**src/design/isa_eisa_pkg.sv**
```systemverilog
// shared types and constants of the isa/eisa host port
// assumes one 25 mhz clock; every pin is asynchronous to it

package isa_eisa_pkg;

    // ********************************************
    // pin group, sampled through two flip-flops
    // ********************************************
    typedef struct packed {
        logic        eisa;        // mode strap, high for eisa
        logic        rd_n;        // host_read_strobe, active low
        logic        wr_n;        // host_write_strobe, active low
        logic        ads_n;       // address_strobe_in
        logic        cyc_n;       // cycle_strobe_in
        logic        dir;         // direction_in, high on writes
        logic        rdyrtn_n;    // ready_return_in
        logic        local_bus_clock;        // local_bus_clock, sampled level
        logic        dak_n;       // direct_data_select
        logic        exrdy;       // bus ready seen during dma
        logic        aen;         // qualifier, access when low
        logic [3:0]  lanes_n;     // lane selects, active low
        logic [15:1] addr;
        logic [31:0] data;
    } pins_t;

    // ********************************************
    // request to the register core
    // ********************************************
    typedef struct packed {
        logic        valid;
        logic        write;
        logic [3:0]  offset;
        logic [3:0]  lanes;
        logic [31:0] data;
    } reg_req_t;

    // ********************************************
    // constants
    // ********************************************
    localparam logic [11:0] DECODE_BASE_RST = 12'h030;
    localparam logic [3:0]  ISA_LANES       = 4'h3;
    localparam logic [1:0]  BUF_DEPTH       = 2'h2;
    localparam logic        READY_RST       = 1'h1;
    localparam logic        DECODE_N_RST    = 1'h1;
    localparam logic        STROBE_IDLE     = 1'h1;

    // ********************************************
    // whole state of the port
    // ********************************************
    typedef struct packed {
        pins_t              s1;
        pins_t              s2;
        logic               p_rd_n;
        logic               p_wr_n;
        logic               p_local_bus_clock;
        logic [15:2]        lat_addr;
        logic               lat_aen;
        logic [3:0]         lat_lanes_n;
        logic               rd_pend;
        logic               data_ok;
        logic               ready;
        logic               ldev_n;
        logic [31:0]        dout;
        logic [3:0]         doe;
        reg_req_t           req;
        logic [1:0][31:0]   fifo;
        logic [1:0]         cnt;
        logic               vout;
        logic               overrun;
    } state_t;

endpackage : isa_eisa_pkg

```
**src/design/isa_eisa_host_port.sv**
```systemverilog
// isa / eisa host bus slave port: strobes, decode, ready, lanes, dma burst
// assumes pins arrive asynchronously; core answers reads with rd_valid

`timescale 1ns/1ns
`default_nettype none

module isa_eisa_host_port
    import isa_eisa_pkg::*;
#(
    parameter logic [11:0] DECODE_BASE = DECODE_BASE_RST
) (
    input  wire logic        clk,
    input  wire logic        arst_n,
    input  wire pins_t       pins,
    output logic [31:0]      data_out,
    output logic [3:0]       data_oe,
    output logic             async_ready_out,
    output logic             local_device_decode_n,
    output reg_req_t         reg_req,
    input  wire logic [31:0] rd_data,
    input  wire logic        rd_valid,
    output logic [31:0]      dma_word,
    output logic             dma_valid,
    input  wire logic        dma_ready,
    output logic             dma_overrun
);

    // ********************************************
    // helpers
    // ********************************************
    // isa only has two lanes, so upper selects are masked off
    function automatic logic [3:0] lane_mask(input logic eisa, input logic [3:0] l_n);
        lane_mask = eisa ? ~l_n : (~l_n & ISA_LANES);
    endfunction : lane_mask

    function automatic logic [3:0] byte_offset(input logic eisa, input logic [3:1] a);
        byte_offset = eisa ? {a[3:2], 2'h0} : {a[3:1], 1'h0};
    endfunction : byte_offset

    state_t s;
    state_t next_s;

    logic        ads_lo;
    logic [15:1] cur_addr;
    logic        cur_aen;
    logic [3:0]  cur_lanes_n;
    logic [3:0]  mask;
    logic        hit;
    logic        rd_fall;
    logic        wr_rise;
    logic        bclk_rise;
    logic        dma_on;
    logic        push;
    logic        pop;

    // ********************************************
    // decode of the sampled pins
    // ********************************************
    assign ads_lo = !s.s2.ads_n;
    assign cur_addr = {ads_lo ? s.s2.addr[15:2] : s.lat_addr, s.s2.addr[1]};
    assign cur_aen = ads_lo ? s.s2.aen : s.lat_aen;
    assign cur_lanes_n = ads_lo ? s.s2.lanes_n : s.lat_lanes_n;
    assign mask = lane_mask(s.s2.eisa, cur_lanes_n);
    assign hit = (cur_addr[15:4] == DECODE_BASE) && !cur_aen;
    assign rd_fall = s.p_rd_n && !s.s2.rd_n;
    assign wr_rise = !s.p_wr_n && s.s2.wr_n;
    // bus clock edge and dma select
    assign bclk_rise = s.s2.local_bus_clock && !s.p_local_bus_clock;
    assign dma_on = s.s2.eisa && !s.s2.dak_n;
    assign pop = s.vout && dma_ready;
    // no transfer while bus ready is low
    assign push = dma_on && bclk_rise && s.s2.exrdy && s.s2.dir;

    // ********************************************
    // next state
    // ********************************************
    always_comb begin
        next_s = s;
        next_s.s1 = pins;
        next_s.s2 = s.s1;
        next_s.p_rd_n = s.s2.rd_n;
        next_s.p_wr_n = s.s2.wr_n;
        next_s.p_local_bus_clock = s.s2.local_bus_clock;
        next_s.req.valid = 1'h0;
        next_s.overrun = 1'h0;
        // hold address once the strobe rises
        if (ads_lo) begin
            next_s.lat_addr = s.s2.addr[15:2];
            next_s.lat_aen = s.s2.aen;
            next_s.lat_lanes_n = s.s2.lanes_n;
        end
        next_s.ldev_n = !hit;
        // capture data at write trailing edge
        if (wr_rise && hit && !dma_on) begin
            next_s.req.valid = 1'h1;
            next_s.req.write = 1'h1;
            next_s.req.offset = byte_offset(s.s2.eisa, cur_addr[3:1]);
            next_s.req.lanes = mask;
            // isa writes carry only the low word
            // eisa writes keep all 32 bits
            next_s.req.data = s.s2.eisa ? s.s2.data : {16'h0000, s.s2.data[15:0]};
        end
        // reads during a dma burst are not taken
        if (rd_fall && hit && !dma_on) begin
            next_s.req.valid = 1'h1;
            next_s.req.write = 1'h0;
            next_s.req.offset = byte_offset(s.s2.eisa, cur_addr[3:1]);
            next_s.req.lanes = mask;
            next_s.req.data = 32'h0000_0000;
            next_s.rd_pend = 1'h1;
            next_s.data_ok = 1'h0;
            // stall isa read until data arrives
            next_s.ready = s.s2.eisa;
        end
        // ready back at the edge after data
        if (s.rd_pend && rd_valid) begin
            next_s.dout = rd_data;
            next_s.data_ok = 1'h1;
            next_s.rd_pend = 1'h0;
            next_s.ready = 1'h1;
        end
        if (s.s2.rd_n) begin
            next_s.data_ok = 1'h0;
        end
        if (!s.s2.rd_n && hit && s.data_ok && !dma_on) begin
            next_s.doe = mask;
        end else begin
            next_s.doe = 4'h0;
        end
        // the dma source cannot be stalled, so a word meeting a full buffer is dropped
        // two-entry buffer, one word per bus clock
        if (pop) begin
            next_s.fifo[0] = s.fifo[1];
            next_s.cnt = s.cnt - 2'h1;
        end
        if (push) begin
            if (next_s.cnt < BUF_DEPTH) begin
                next_s.fifo[next_s.cnt[0]] = s.s2.data;
                next_s.cnt = next_s.cnt + 2'h1;
            end else begin
                next_s.overrun = 1'h1;
            end
        end
        next_s.vout = (next_s.cnt != 2'h0);
    end

    // ********************************************
    // state register
    // ********************************************
    always_ff @(posedge clk or negedge arst_n) begin
        if (!arst_n) begin
            s <= '0;
            s.ready <= READY_RST;
            s.ldev_n <= DECODE_N_RST;
            // read and write strobes and bus clock reset to their idle level,
            // so no false edge is seen while the sync stages fill
            s.s1.rd_n <= STROBE_IDLE;
            s.s1.wr_n <= STROBE_IDLE;
            s.s1.local_bus_clock <= STROBE_IDLE;
            s.s2.rd_n <= STROBE_IDLE;
            s.s2.wr_n <= STROBE_IDLE;
            s.s2.local_bus_clock <= STROBE_IDLE;
            s.p_rd_n <= STROBE_IDLE;
            s.p_wr_n <= STROBE_IDLE;
            s.p_local_bus_clock <= STROBE_IDLE;
        end else begin
            s <= next_s;
        end
    end

    assign data_out = s.dout;
    assign data_oe = s.doe;
    assign async_ready_out = s.ready;
    assign local_device_decode_n = s.ldev_n;
    assign reg_req = s.req;
    assign dma_word = s.fifo[0];
    assign dma_valid = s.vout;
    assign dma_overrun = s.overrun;

    // ********************************************
    // checks
    // ********************************************
    // ready is sampled one cycle after the strobe is seen; the strobe itself
    // passes two sync stages, so slow hosts only
    eisa_ready_a: assert property (@(posedge clk) disable iff (!arst_n)
        s.s2.eisa && $past(s.s2.eisa) |-> async_ready_out)
        else $error("ready dropped in eisa mode");

    isa_lanes_a: assert property (@(posedge clk) disable iff (!arst_n)
        !$past(s.s2.eisa) |-> data_oe[3:2] == 2'h0)
        else $error("upper lanes driven in isa mode");

    decode_out_a: assert property (@(posedge clk) disable iff (!arst_n)
        hit |=> !local_device_decode_n)
        else $error("decode output not active on match");

    lane_float_a: assert property (@(posedge clk) disable iff (!arst_n)
        1'h1 |=> (data_oe & ~$past(mask)) == 4'h0)
        else $error("unselected lane driven");

    write_cap_a: assert property (@(posedge clk) disable iff (!arst_n)
        wr_rise && hit && !dma_on && s.s2.eisa
        |=> reg_req.valid && reg_req.write && reg_req.data == $past(s.s2.data))
        else $error("write data not captured");

    read_stall_a: assert property (@(posedge clk) disable iff (!arst_n)
        rd_fall && hit && !dma_on && !s.s2.eisa |=> !async_ready_out ##0 s.rd_pend)
        else $error("isa read did not stall");

    ready_back_a: assert property (@(posedge clk) disable iff (!arst_n)
        s.rd_pend && rd_valid |=> async_ready_out && data_out == $past(rd_data))
        else $error("ready not restored after data");

    qual_block_a: assert property (@(posedge clk) disable iff (!arst_n)
        cur_aen |=> !reg_req.valid)
        else $error("access taken with qualifier high");

    addr_latch_a: assert property (@(posedge clk) disable iff (!arst_n)
        $rose(s.s2.ads_n) |-> s.lat_addr == $past(s.s2.addr[15:2]) ##1 $stable(s.lat_addr))
        else $error("address not held after strobe rise");

    dma_hold_a: assert property (@(posedge clk) disable iff (!arst_n)
        !s.s2.exrdy |=> s.cnt <= $past(s.cnt))
        else $error("dma word taken while bus ready low");

    dma_push_a: assert property (@(posedge clk) disable iff (!arst_n)
        push && !pop && s.cnt < BUF_DEPTH |=> s.cnt == $past(s.cnt) + 2'h1)
        else $error("dma word lost");

    // isa and eisa lane patterns, then the remaining checks one by one
    low_byte_a: assert property (@(posedge clk) disable iff (!arst_n)
        !s.s2.eisa && cur_lanes_n[1:0] == 2'h2 |-> mask == 4'h1)
        else $error("low byte pattern picked wrong lanes");
    high_byte_a: assert property (@(posedge clk) disable iff (!arst_n)
        !s.s2.eisa && cur_lanes_n[1:0] == 2'h1 |-> mask == 4'h2)
        else $error("high byte pattern picked wrong lanes");
    eisa_dword_a: assert property (@(posedge clk) disable iff (!arst_n)
        s.s2.eisa && cur_lanes_n == 4'h0 |-> mask == 4'hf)
        else $error("eisa doubleword did not use all lanes");
    isa_upper_a: assert property (@(posedge clk) disable iff (!arst_n)
        wr_rise && hit && !dma_on && !s.s2.eisa |=> reg_req.data[31:16] == 16'h0000)
        else $error("isa write carried upper word");
    addr_miss_a: assert property (@(posedge clk) disable iff (!arst_n)
        cur_addr[15:4] != DECODE_BASE |=> !reg_req.valid)
        else $error("access taken off the decode");
    qual_latch_a: assert property (@(posedge clk) disable iff (!arst_n)
        $rose(s.s2.ads_n) |-> s.lat_aen == $past(s.s2.aen))
        else $error("qualifier not held after strobe rise");
    lane_latch_a: assert property (@(posedge clk) disable iff (!arst_n)
        $rose(s.s2.ads_n) |-> s.lat_lanes_n == $past(s.s2.lanes_n))
        else $error("lane selects not held after strobe rise");
    dma_path_a: assert property (@(posedge clk) disable iff (!arst_n)
        dma_on |=> !reg_req.valid)
        else $error("register access taken during dma");
    decode_idle_a: assert property (@(posedge clk) disable iff (!arst_n)
        !hit |=> local_device_decode_n)
        else $error("decode output active without match");
    oe_release_a: assert property (@(posedge clk) disable iff (!arst_n)
        s.s2.rd_n |=> data_oe == 4'h0)
        else $error("lanes driven with read strobe idle");
    write_ready_a: assert property (@(posedge clk) disable iff (!arst_n)
        wr_rise && hit && !dma_on && !s.rd_pend && !rd_fall |=> async_ready_out)
        else $error("write stalled the bus");
    overrun_a: assert property (@(posedge clk) disable iff (!arst_n)
        push && !pop && s.cnt == BUF_DEPTH |=> dma_overrun)
        else $error("dropped dma word not flagged");

    // ********************************************
    // coverage
    // ********************************************

    read_cov: cover property (@(posedge clk) disable iff (!arst_n)
        rd_fall && hit ##[1:20] data_oe != 4'h0);
    write_cov: cover property (@(posedge clk) disable iff (!arst_n)
        reg_req.valid && reg_req.write);
    burst_cov: cover property (@(posedge clk) disable iff (!arst_n)
        push ##[3:8] push ##[3:8] push);
    full_cov: cover property (@(posedge clk) disable iff (!arst_n)
        s.cnt == BUF_DEPTH && !dma_ready);
    overrun_cov: cover property (@(posedge clk) disable iff (!arst_n)
        dma_overrun);

endmodule : isa_eisa_host_port

`default_nettype wire

```
**config.mk**
```make
export PLATFORM = sky130hd
export DESIGN_NAME = isa_eisa_host_port
export DESIGN_NICKNAME = d
export VERILOG_FILES = /design/src/design/isa_eisa_pkg.sv /design/src/design/isa_eisa_host_port.sv
export SDC_FILE = /design/constraint.sdc
export NUM_CORES = 1
export LEC_CHECK = 0
export ABC_AREA = 1
export BUFFER_PORTS_ARGS = -buffer_cell sky130_fd_sc_hd__buf_4
export CAP_MARGIN = 20
export CORE_UTILIZATION = 30
export DETAILED_ROUTE_END_ITERATION = 10
export PLACE_DENSITY = 0.53
export SKIP_LAST_GASP = 1
export SLEW_MARGIN = 20
export SYNTH_ARGS = -nofsm -noshare
export SYNTH_HDL_FRONTEND = slang
export SYNTH_SLANG_ARGS = --single-unit
```
**constraint.sdc**
```tcl
create_clock -name clk -period 2.36 [get_ports clk]
set_input_delay 0.236 -clock clk [delete_from_list [all_inputs] [get_ports clk]]
set_output_delay 0.236 -clock clk [all_outputs]
set_load 0.03 [all_outputs]
```
==> metrics.txt, run 1 <==
outcome=finished clean; Post-Route WL=24.42 mm; Yosys reg bits=291; dpl cells=1563; CTS H-tree lvls=1; share of cells above drive strength 1=0.2843; hold endpoint=dma_word[17]; total power=13.56 mW; Critical Path Fanout Max=19; PwrDens=940.7 nW/um^2; maximum number of pins on one net before global-route repair=91; initial antenna violation count=3; remaining antenna violation count=0; Ports=212; Reg2Reg Launch Point=s[230]; Initial Utilization=0.3045; synthesized area per cell=10.94 um^2; post-DP HPWL=15.58 mm; CP dominant cell by count=nand2_1; total DRC errors in the routed layout=0; CP Class=flip-flop to flip-flop; Sw Pwr=3.909 mW; combinational share of power=0.207; pins over their slew limit=0; worst slack at placement=0.3237 ns; leading register cell type out of synthesis=dfrtp_1; number of DRC markers in iteration 0=263; Rows=70; Via Count=7134; crit path capture type=flip-flop; GP Congestion=0.7408; Nets=1320; crit path buf inv count=2; CTS tree=yes; Required @ worst endpoint=2.86 ns; Synth Cell Area=11150 um^2; PortBufs=208; Pleak=7.339 nW; DR vias/cell=4.162; Syn Inst Count=1019; Sequential Power Share=0.444; max-cap violations=0; Worst-Skew Late Latency=0.57 ns; Die Span Y=194.8 um; YS warnings=0; Slowest-stage cell, CP=dfrtp_1; placed cell areas=12480 um^2; Final Hold Vio Count=0; CTS Sinks=291; total gr overflow=0; Netlist cell types=32; Cell Int Power=9.655 mW; class of the worst hold path=primary input to flip-flop; Critical Path Max Stage Delay=0.39 ns; Layout area overhead=29.34%; Sw Share=0.2882; internal reg-to-reg setup slack=0.37 ns; vias in the first global route=7318; GRT Total Usage=0.1314; share of total power in the clock network=0.349; RR Endpoint=reg_req[39]; detailed-route wire length per cell=14.25 um; Die W=194.8 um; TritonCTS Buffers=31; relative slew slack=0.3549; core region area=36610 um^2; fin crit period=1.985 ns; worst slew pin tran=0.9616 ns; Layout Cells excl Fill=1714; Root Driver=clkbuf_16; post-route cell area=14420 um^2; RSZ-0062 raised after global routing=no; post-synthesis sequential area ratio=0.6544; syn nets=1118; worst r2r path cells=11; Total Die Area=37940 um^2; number of enable flip-flop cells after synthesis=0; fraction of registers with async set or reset after synthesis=1.000; Critical Path AT=2.48 ns; global-route wire length before repair=39.65 mm; Worst Min Path Start=dma_ready; Tcrit/Tclk final=0.8413; Post-CTS Resized=0; family with the most delay on the worst path=simple AND/OR/NAND/NOR gates; Startpoint Class=flip-flop; # hold bufs at CTS=93; hold depth=5; Final WS setup=0.3746 ns; CTS clock-pin slew for the worst setup and hold paths=0.06 ns; setup bufs post-CTS=0; peak supply drop=0.0006189 V; drt first pass iters=5; Final setup viols=0; clk_skew=0.01791 ns; Peak Freq=503.7 MHz; Post-Route Setup TNS=0 ns; CP Cell Sequence=inv_2, nand2_1, nand2_1, inv_1, nor2_1, nand3_1, nor2_2, nand2_1, nand2_2, nand2_1, nand2_1; Clock Tree Buf Depth=3
-- area by class of cell --
cell class                      instances  area, um^2
Fill cell                            3577       22190
Sequential cell                       291        7296
Timing Repair Buffer                  319        2723
Multi-Input combinational cell        506        2534
Clock buffer                           44       884.6
Tap cell                              468       585.6
Inverter                               72       271.5
Clock inverter                         13       122.6
Antenna cell                            1       2.502
-- cell families after synthesis --
| group | share of synthesized area |
|---|---|
| other | 0.0003364 |
| AOI/OAI and AO/OA | 0.03288 |
| muxes | 0.03232 |
| DFF | 0.6544 |
| buffers and inverters | 0.1192 |
| adders and majority gates | 0.001122 |
| xor gates and xnor gates | 0.001459 |
| and+or+nand+nor | 0.1582 |
-- worst reg2reg max path: cells and delay by family, from the launching register on --
| family | cells | cell delay (ns) |
|---|---|---|
| buffers and inverters | 2 | 0.30 |
| AND/OR/NAND/NOR | 9 | 1.23 |
| flip-flops | 1 | 0.39 |
-- how the worst max path moves through the flow --
stage / to / slack (ns) / depth (start not counted) / startpoint
CTS: reg_req[39] / 0.30 / 11 / s[230]
global placement: reg_req[32] / 0.34 / 11 / s[230]
detailed placement: reg_req[39] / 0.32 / 11 / s[230]
finish: reg_req[39] / 0.37 / 11 / s[230]
floorplan: s[48] / 0.47 / 7 / dma_valid
global route: reg_req[39] / 0.06 / 11 / s[230]
-- routing by layer --
metal	wire length (um)	up-vias	track usage
li1	-	3481	-
met1	11420	3436	0.1779
met2	10950	174	0.2055
met3	1489	39	0.03522
met4	532	4	0.03966
met5	27	-	0
-- layout by cell type (no fill, tap or decap), drive strengths merged, types with 16 or more instances in the layout --
| cell type | count |
|---|---|
| dfrtp | 280 |
| o21ai | 69 |
| nand2 | 291 |
| mux2 | 32 |
| inv | 71 |
| buf | 226 |
| nand3 | 63 |
| dlygate4sd3 | 93 |
| nor2 | 20 |
| nand3b | 16 |
| clkbuf | 44 |
-- power groups by stage --
stage	clock, mW	combinational (mW)	sequential [mW]
final	4.74	2.80	6.02
after floorplan	0	2.19	6.01
after detailed placement	0	2.71	6.11
after global routing	5.13	3.07	6.12
after CTS	4.94	2.85	6.03
after global placement	0	2.68	6.09
-- synthesized netlist by cell type (10+ instances only) --
cell | n | area (um^2)
nand2_1 | 281 | 1055
mux2_2 | 32 | 360.4
clkbuf_1 | 17 | 63.81
o21ai_0 | 67 | 335.3
nor2_1 | 18 | 67.56
buf_2 | 11 | 55.05
dfstp_2 | 11 | 289.0
dfrtp_1 | 280 | 7007
nand3_1 | 49 | 245.2
inv_1 | 70 | 262.8
nand3_2 | 14 | 140.1
buf_4 | 112 | 840.8
nand3b_1 | 16 | 120.1
nand2_2 | 10 | 62.56
-- metrics by stage --
| step | hold slack [ns] | util |
|---|---|---|
| finish | 0.1691 | 0.3938 |
| floorplan | -0.05959 | - |
| global placement | 0.3275 | 0.3408 |
| detailed placement | 0.3325 | 0.3408 |
| CTS | 0.1336 | 0.3938 |
| global route | 0.1907 | 0.3938 |
-- state kept, by name, summed over array words and instances, names as in the netlist --
register and cells:
async_ready_out 1, dma_word 32, local_device_decode_n 1, cur_addr 1, data_out 32, data_oe 4
reg_req 41, dma_valid 1, dma_overrun 1, next_s 63, s 114
Power figures use the tool's default switching activity.
==> run 2, diff against run 1 <==
--- a/config.mk
+++ b/config.mk
@@ -10,7 +10,7 @@
 export CAP_MARGIN = 20
 export CORE_UTILIZATION = 30
 export DETAILED_ROUTE_END_ITERATION = 10
-export PLACE_DENSITY = 0.53
+export PLACE_DENSITY = 0.55
 export SKIP_LAST_GASP = 1
 export SLEW_MARGIN = 20
 export SYNTH_ARGS = -nofsm -noshare
==> constraint.sdc (replaced) <==
create_clock -name clk -period 1.8 [get_ports clk]
set_input_delay 0.18 -clock clk [delete_from_list [all_inputs] [get_ports clk]]
set_output_delay 0.18 -clock clk [all_outputs]
set_load 0.03 [all_outputs]
==> run 2 against run 1 <==
Against the previous run:
- the flow now finishes with violations (setup timing)
- final area rose by 6.0%
- clock skew rose by 0.0098 ns
- sequential share of layout area fell by 2.9 points
- cell count rose by 2.4%
- maximum frequency rose by 5.5%
- via count rose by 3.3%
- first-iteration DRC count rose by 9.9%
- combinational power rose by 35%
- core utilization rose by 2.4 points
- setup slack got worse by 0.46 ns
- global-route usage rose by 0.43 points
- total power rose by 38%
==> metrics.txt, run 2 (synthesized netlist as in run 1, its figures left out) <==
outcome=finished, violations left; Largest Register=s; remaining antenna violation count=0 (unchanged); share of cells above drive strength 1=0.3416 (+0.05730); worst slack at placement=-0.08067 ns (-0.4043 ns); RR Endpoint=reg_req[21]; detailed-route wire length per cell=15.26 um (+7.1%); internal reg-to-reg setup slack=-0.08 ns (-0.46 ns); relative slew slack=0.6296 (+0.2747); hold depth=3 (-2); Final setup viols=42 (+42); max-cap violations=0 (unchanged); Critical Path AT=2.29 ns (-0.19 ns); Critical Path Fanout Max=8 (-11); fin crit period=1.881 ns (-0.1043 ns); class of the worst hold path=primary input to flip-flop; Peak Freq=531.6 MHz (+5.5%); fillers=3519 (-1.6%); total gr overflow=0 (unchanged); Nets=1358 (+2.9%); PortBufs=208 (unchanged); Die W=194.8 um (unchanged); Layout Cells excl Fill=1755 (+2.4%); Die Span Y=194.8 um (unchanged); CP Class=flip-flop to flip-flop; Total Die Area=37940 um^2 (unchanged); crit path buf inv count=3 (+1); Worst Min Path Start=rd_valid; Hold Slack=0.02352 ns (-0.1456 ns); global-route wire length before repair=40.59 mm (+2.4%); CTS tree=yes; PwrDens=1228 nW/um^2 (+31%); clk_skew=0.02767 ns (+0.009759 ns); Root Driver=clkbuf_16; Tcrit/Tclk final=1.045 (+0.2038); initial antenna violation count=5 (+2); Final WS setup=-0.08103 ns (-0.4557 ns); total DRC errors in the routed layout=0 (unchanged); CP Cell Sequence=buf_8, nand2_4, nand2_2, nor2_2, nand3_2, nor2_4, nand3_4, buf_12, clkbuf_16, nand3b_1, nand2_1; DR vias/cell=4.198 (+0.85%); vias in the first global route=7591 (+3.7%); Slowest-stage cell, CP=dfrtp_2; dpl cells=1579 (+1.0%); Pleak=7.703 nW (+5.0%); Initial Utilization=0.3045 (unchanged); family with the most delay on the worst path=simple AND/OR/NAND/NOR gates; Clock Tree Buf Depth=3 (unchanged); Via Count=7367 (+3.3%); peak supply drop=0.0007514 V (+21%); violated checks=setup timing; area occupied by multi-input gates=2743 um^2 (+8.2%); max reg flops=114 (unchanged); TritonCTS Buffers=35 (+13%); pins over their slew limit=0 (unchanged); core region area=36610 um^2 (unchanged); maximum number of pins on one net before global-route repair=60 (-34%); Startpoint Class=flip-flop; crit path capture type=flip-flop; hold endpoint=async_ready_out; Critical Path Max Stage Delay=0.48 ns (+0.09 ns); drt first pass iters=4 (-1); GP Congestion=0.7597 (+2.6%); Rows=70 (unchanged); Final Util=0.4175 (+0.02365); worst slew pin tran=0.5556 ns (-0.4061 ns); Final Hold Vio Count=0 (unchanged); most common cell after layout, fill and taps aside=dfrtp_1; Required @ worst endpoint=2.20 ns (-0.66 ns); Ports=212 (unchanged); CTS clock-pin slew for the worst setup and hold paths=0.06 ns (about the same); RSZ-0062 raised after global routing=yes; total power=18.78 mW (+38%); Setup crit start=s[230]; worst r2r path cells=11 (unchanged); Worst-Skew Late Latency=0.53 ns (-0.04 ns); CTS H-tree lvls=2 (+1); Seq. cell area=7298 um^2 (about the same); number of DRC markers in iteration 0=289 (+9.9%); Layout area overhead=37.10%; GRT Total Usage=0.1356 (+0.004254); leading cell types in the layout, fill and taps excluded=dfrtp_1 (278), nand2_1 (260), buf_4 (232); Post-Route WL=26.78 mm (+9.7%); Reg2Reg Launch Point=s[230]; post-DP HPWL=16.24 mm (+4.2%); CTS Sinks=291 (unchanged)
-- run 2: cell type report --
class,instances,area share
antenna,2,0.0003274
sequential,291,0.4775
timing repair buffer,352,0.2087
inverter,72,0.01883
multi-input combinational,506,0.1794
clock buffer,46,0.06401
clock inverter,17,0.01252
timing repair inverter,1,0.0004093
tap,468,0.03831
-- run 2: worst register-to-register path, cell delays in order (launching register included) --
cell,delay [ns]
dfrtp_2,0.48
buf_8,0.18
nand2_4,0.06
nand2_2,0.06
nor2_2,0.12
nand3_2,0.10
nor2_4,0.18
nand3_4,0.09
buf_12,0.17
clkbuf_16,0.17
nand3b_1,0.09
nand2_1,0.05
-- run 2: per-layer routing --
layer | share of wire | wire length [um] | vias up | global-route usage
met3 | 0.053 | 1415 | 55 | 0.03540
met5 | 0.0017 | 45 | - | 0
met1 | 0.46 | 12190 | 3539 | 0.1813
li1 | - | - | 3583 | -
met4 | 0.027 | 711 | 6 | 0.04754
met2 | 0.46 | 12420 | 184 | 0.2127
-- run 2: report_power, final --
| part | switching, mW | internal (mW) |
|---|---|---|
| logic | 2.18 | 1.60 |
| registers | 0.474 | 7.44 |
| clock network | 2.79 | 4.30 |
-- run 2: worst max-delay path by stage --
stage	endpoint	slack, ns	depth (start not counted)
6_report	reg_req[21]	-0.08	11
5_1_grt	reg_req[20]	-0.19	13
4_1_cts	reg_req[15]	-0.08	12
3_5_place_dp	reg_req[15]	-0.08	12
3_3_place_gp	reg_req[28]	-0.06	12
2_1_floorplan	s[48]	0.003	7
-- run 2: metrics by stage --
step	TNS (ns)	area [um^2]
final	-2.270	15280
after CTS	-1.767	14770
after detailed placement	-2.096	12660
after global placement	-1.660	12660
after global routing	-7.126	15280
after floorplan	0	11150
-- run 2: what timing repair did --
action                     in CTS  in global routing
pin swaps                       1                 38
hold endpoints to repair      143                  0
setup endpoints to repair      49                 73
hold buffers                   93                  0
gates cloned                    0                 10
resized for setup               5                 67
setup buffers                   0                  8
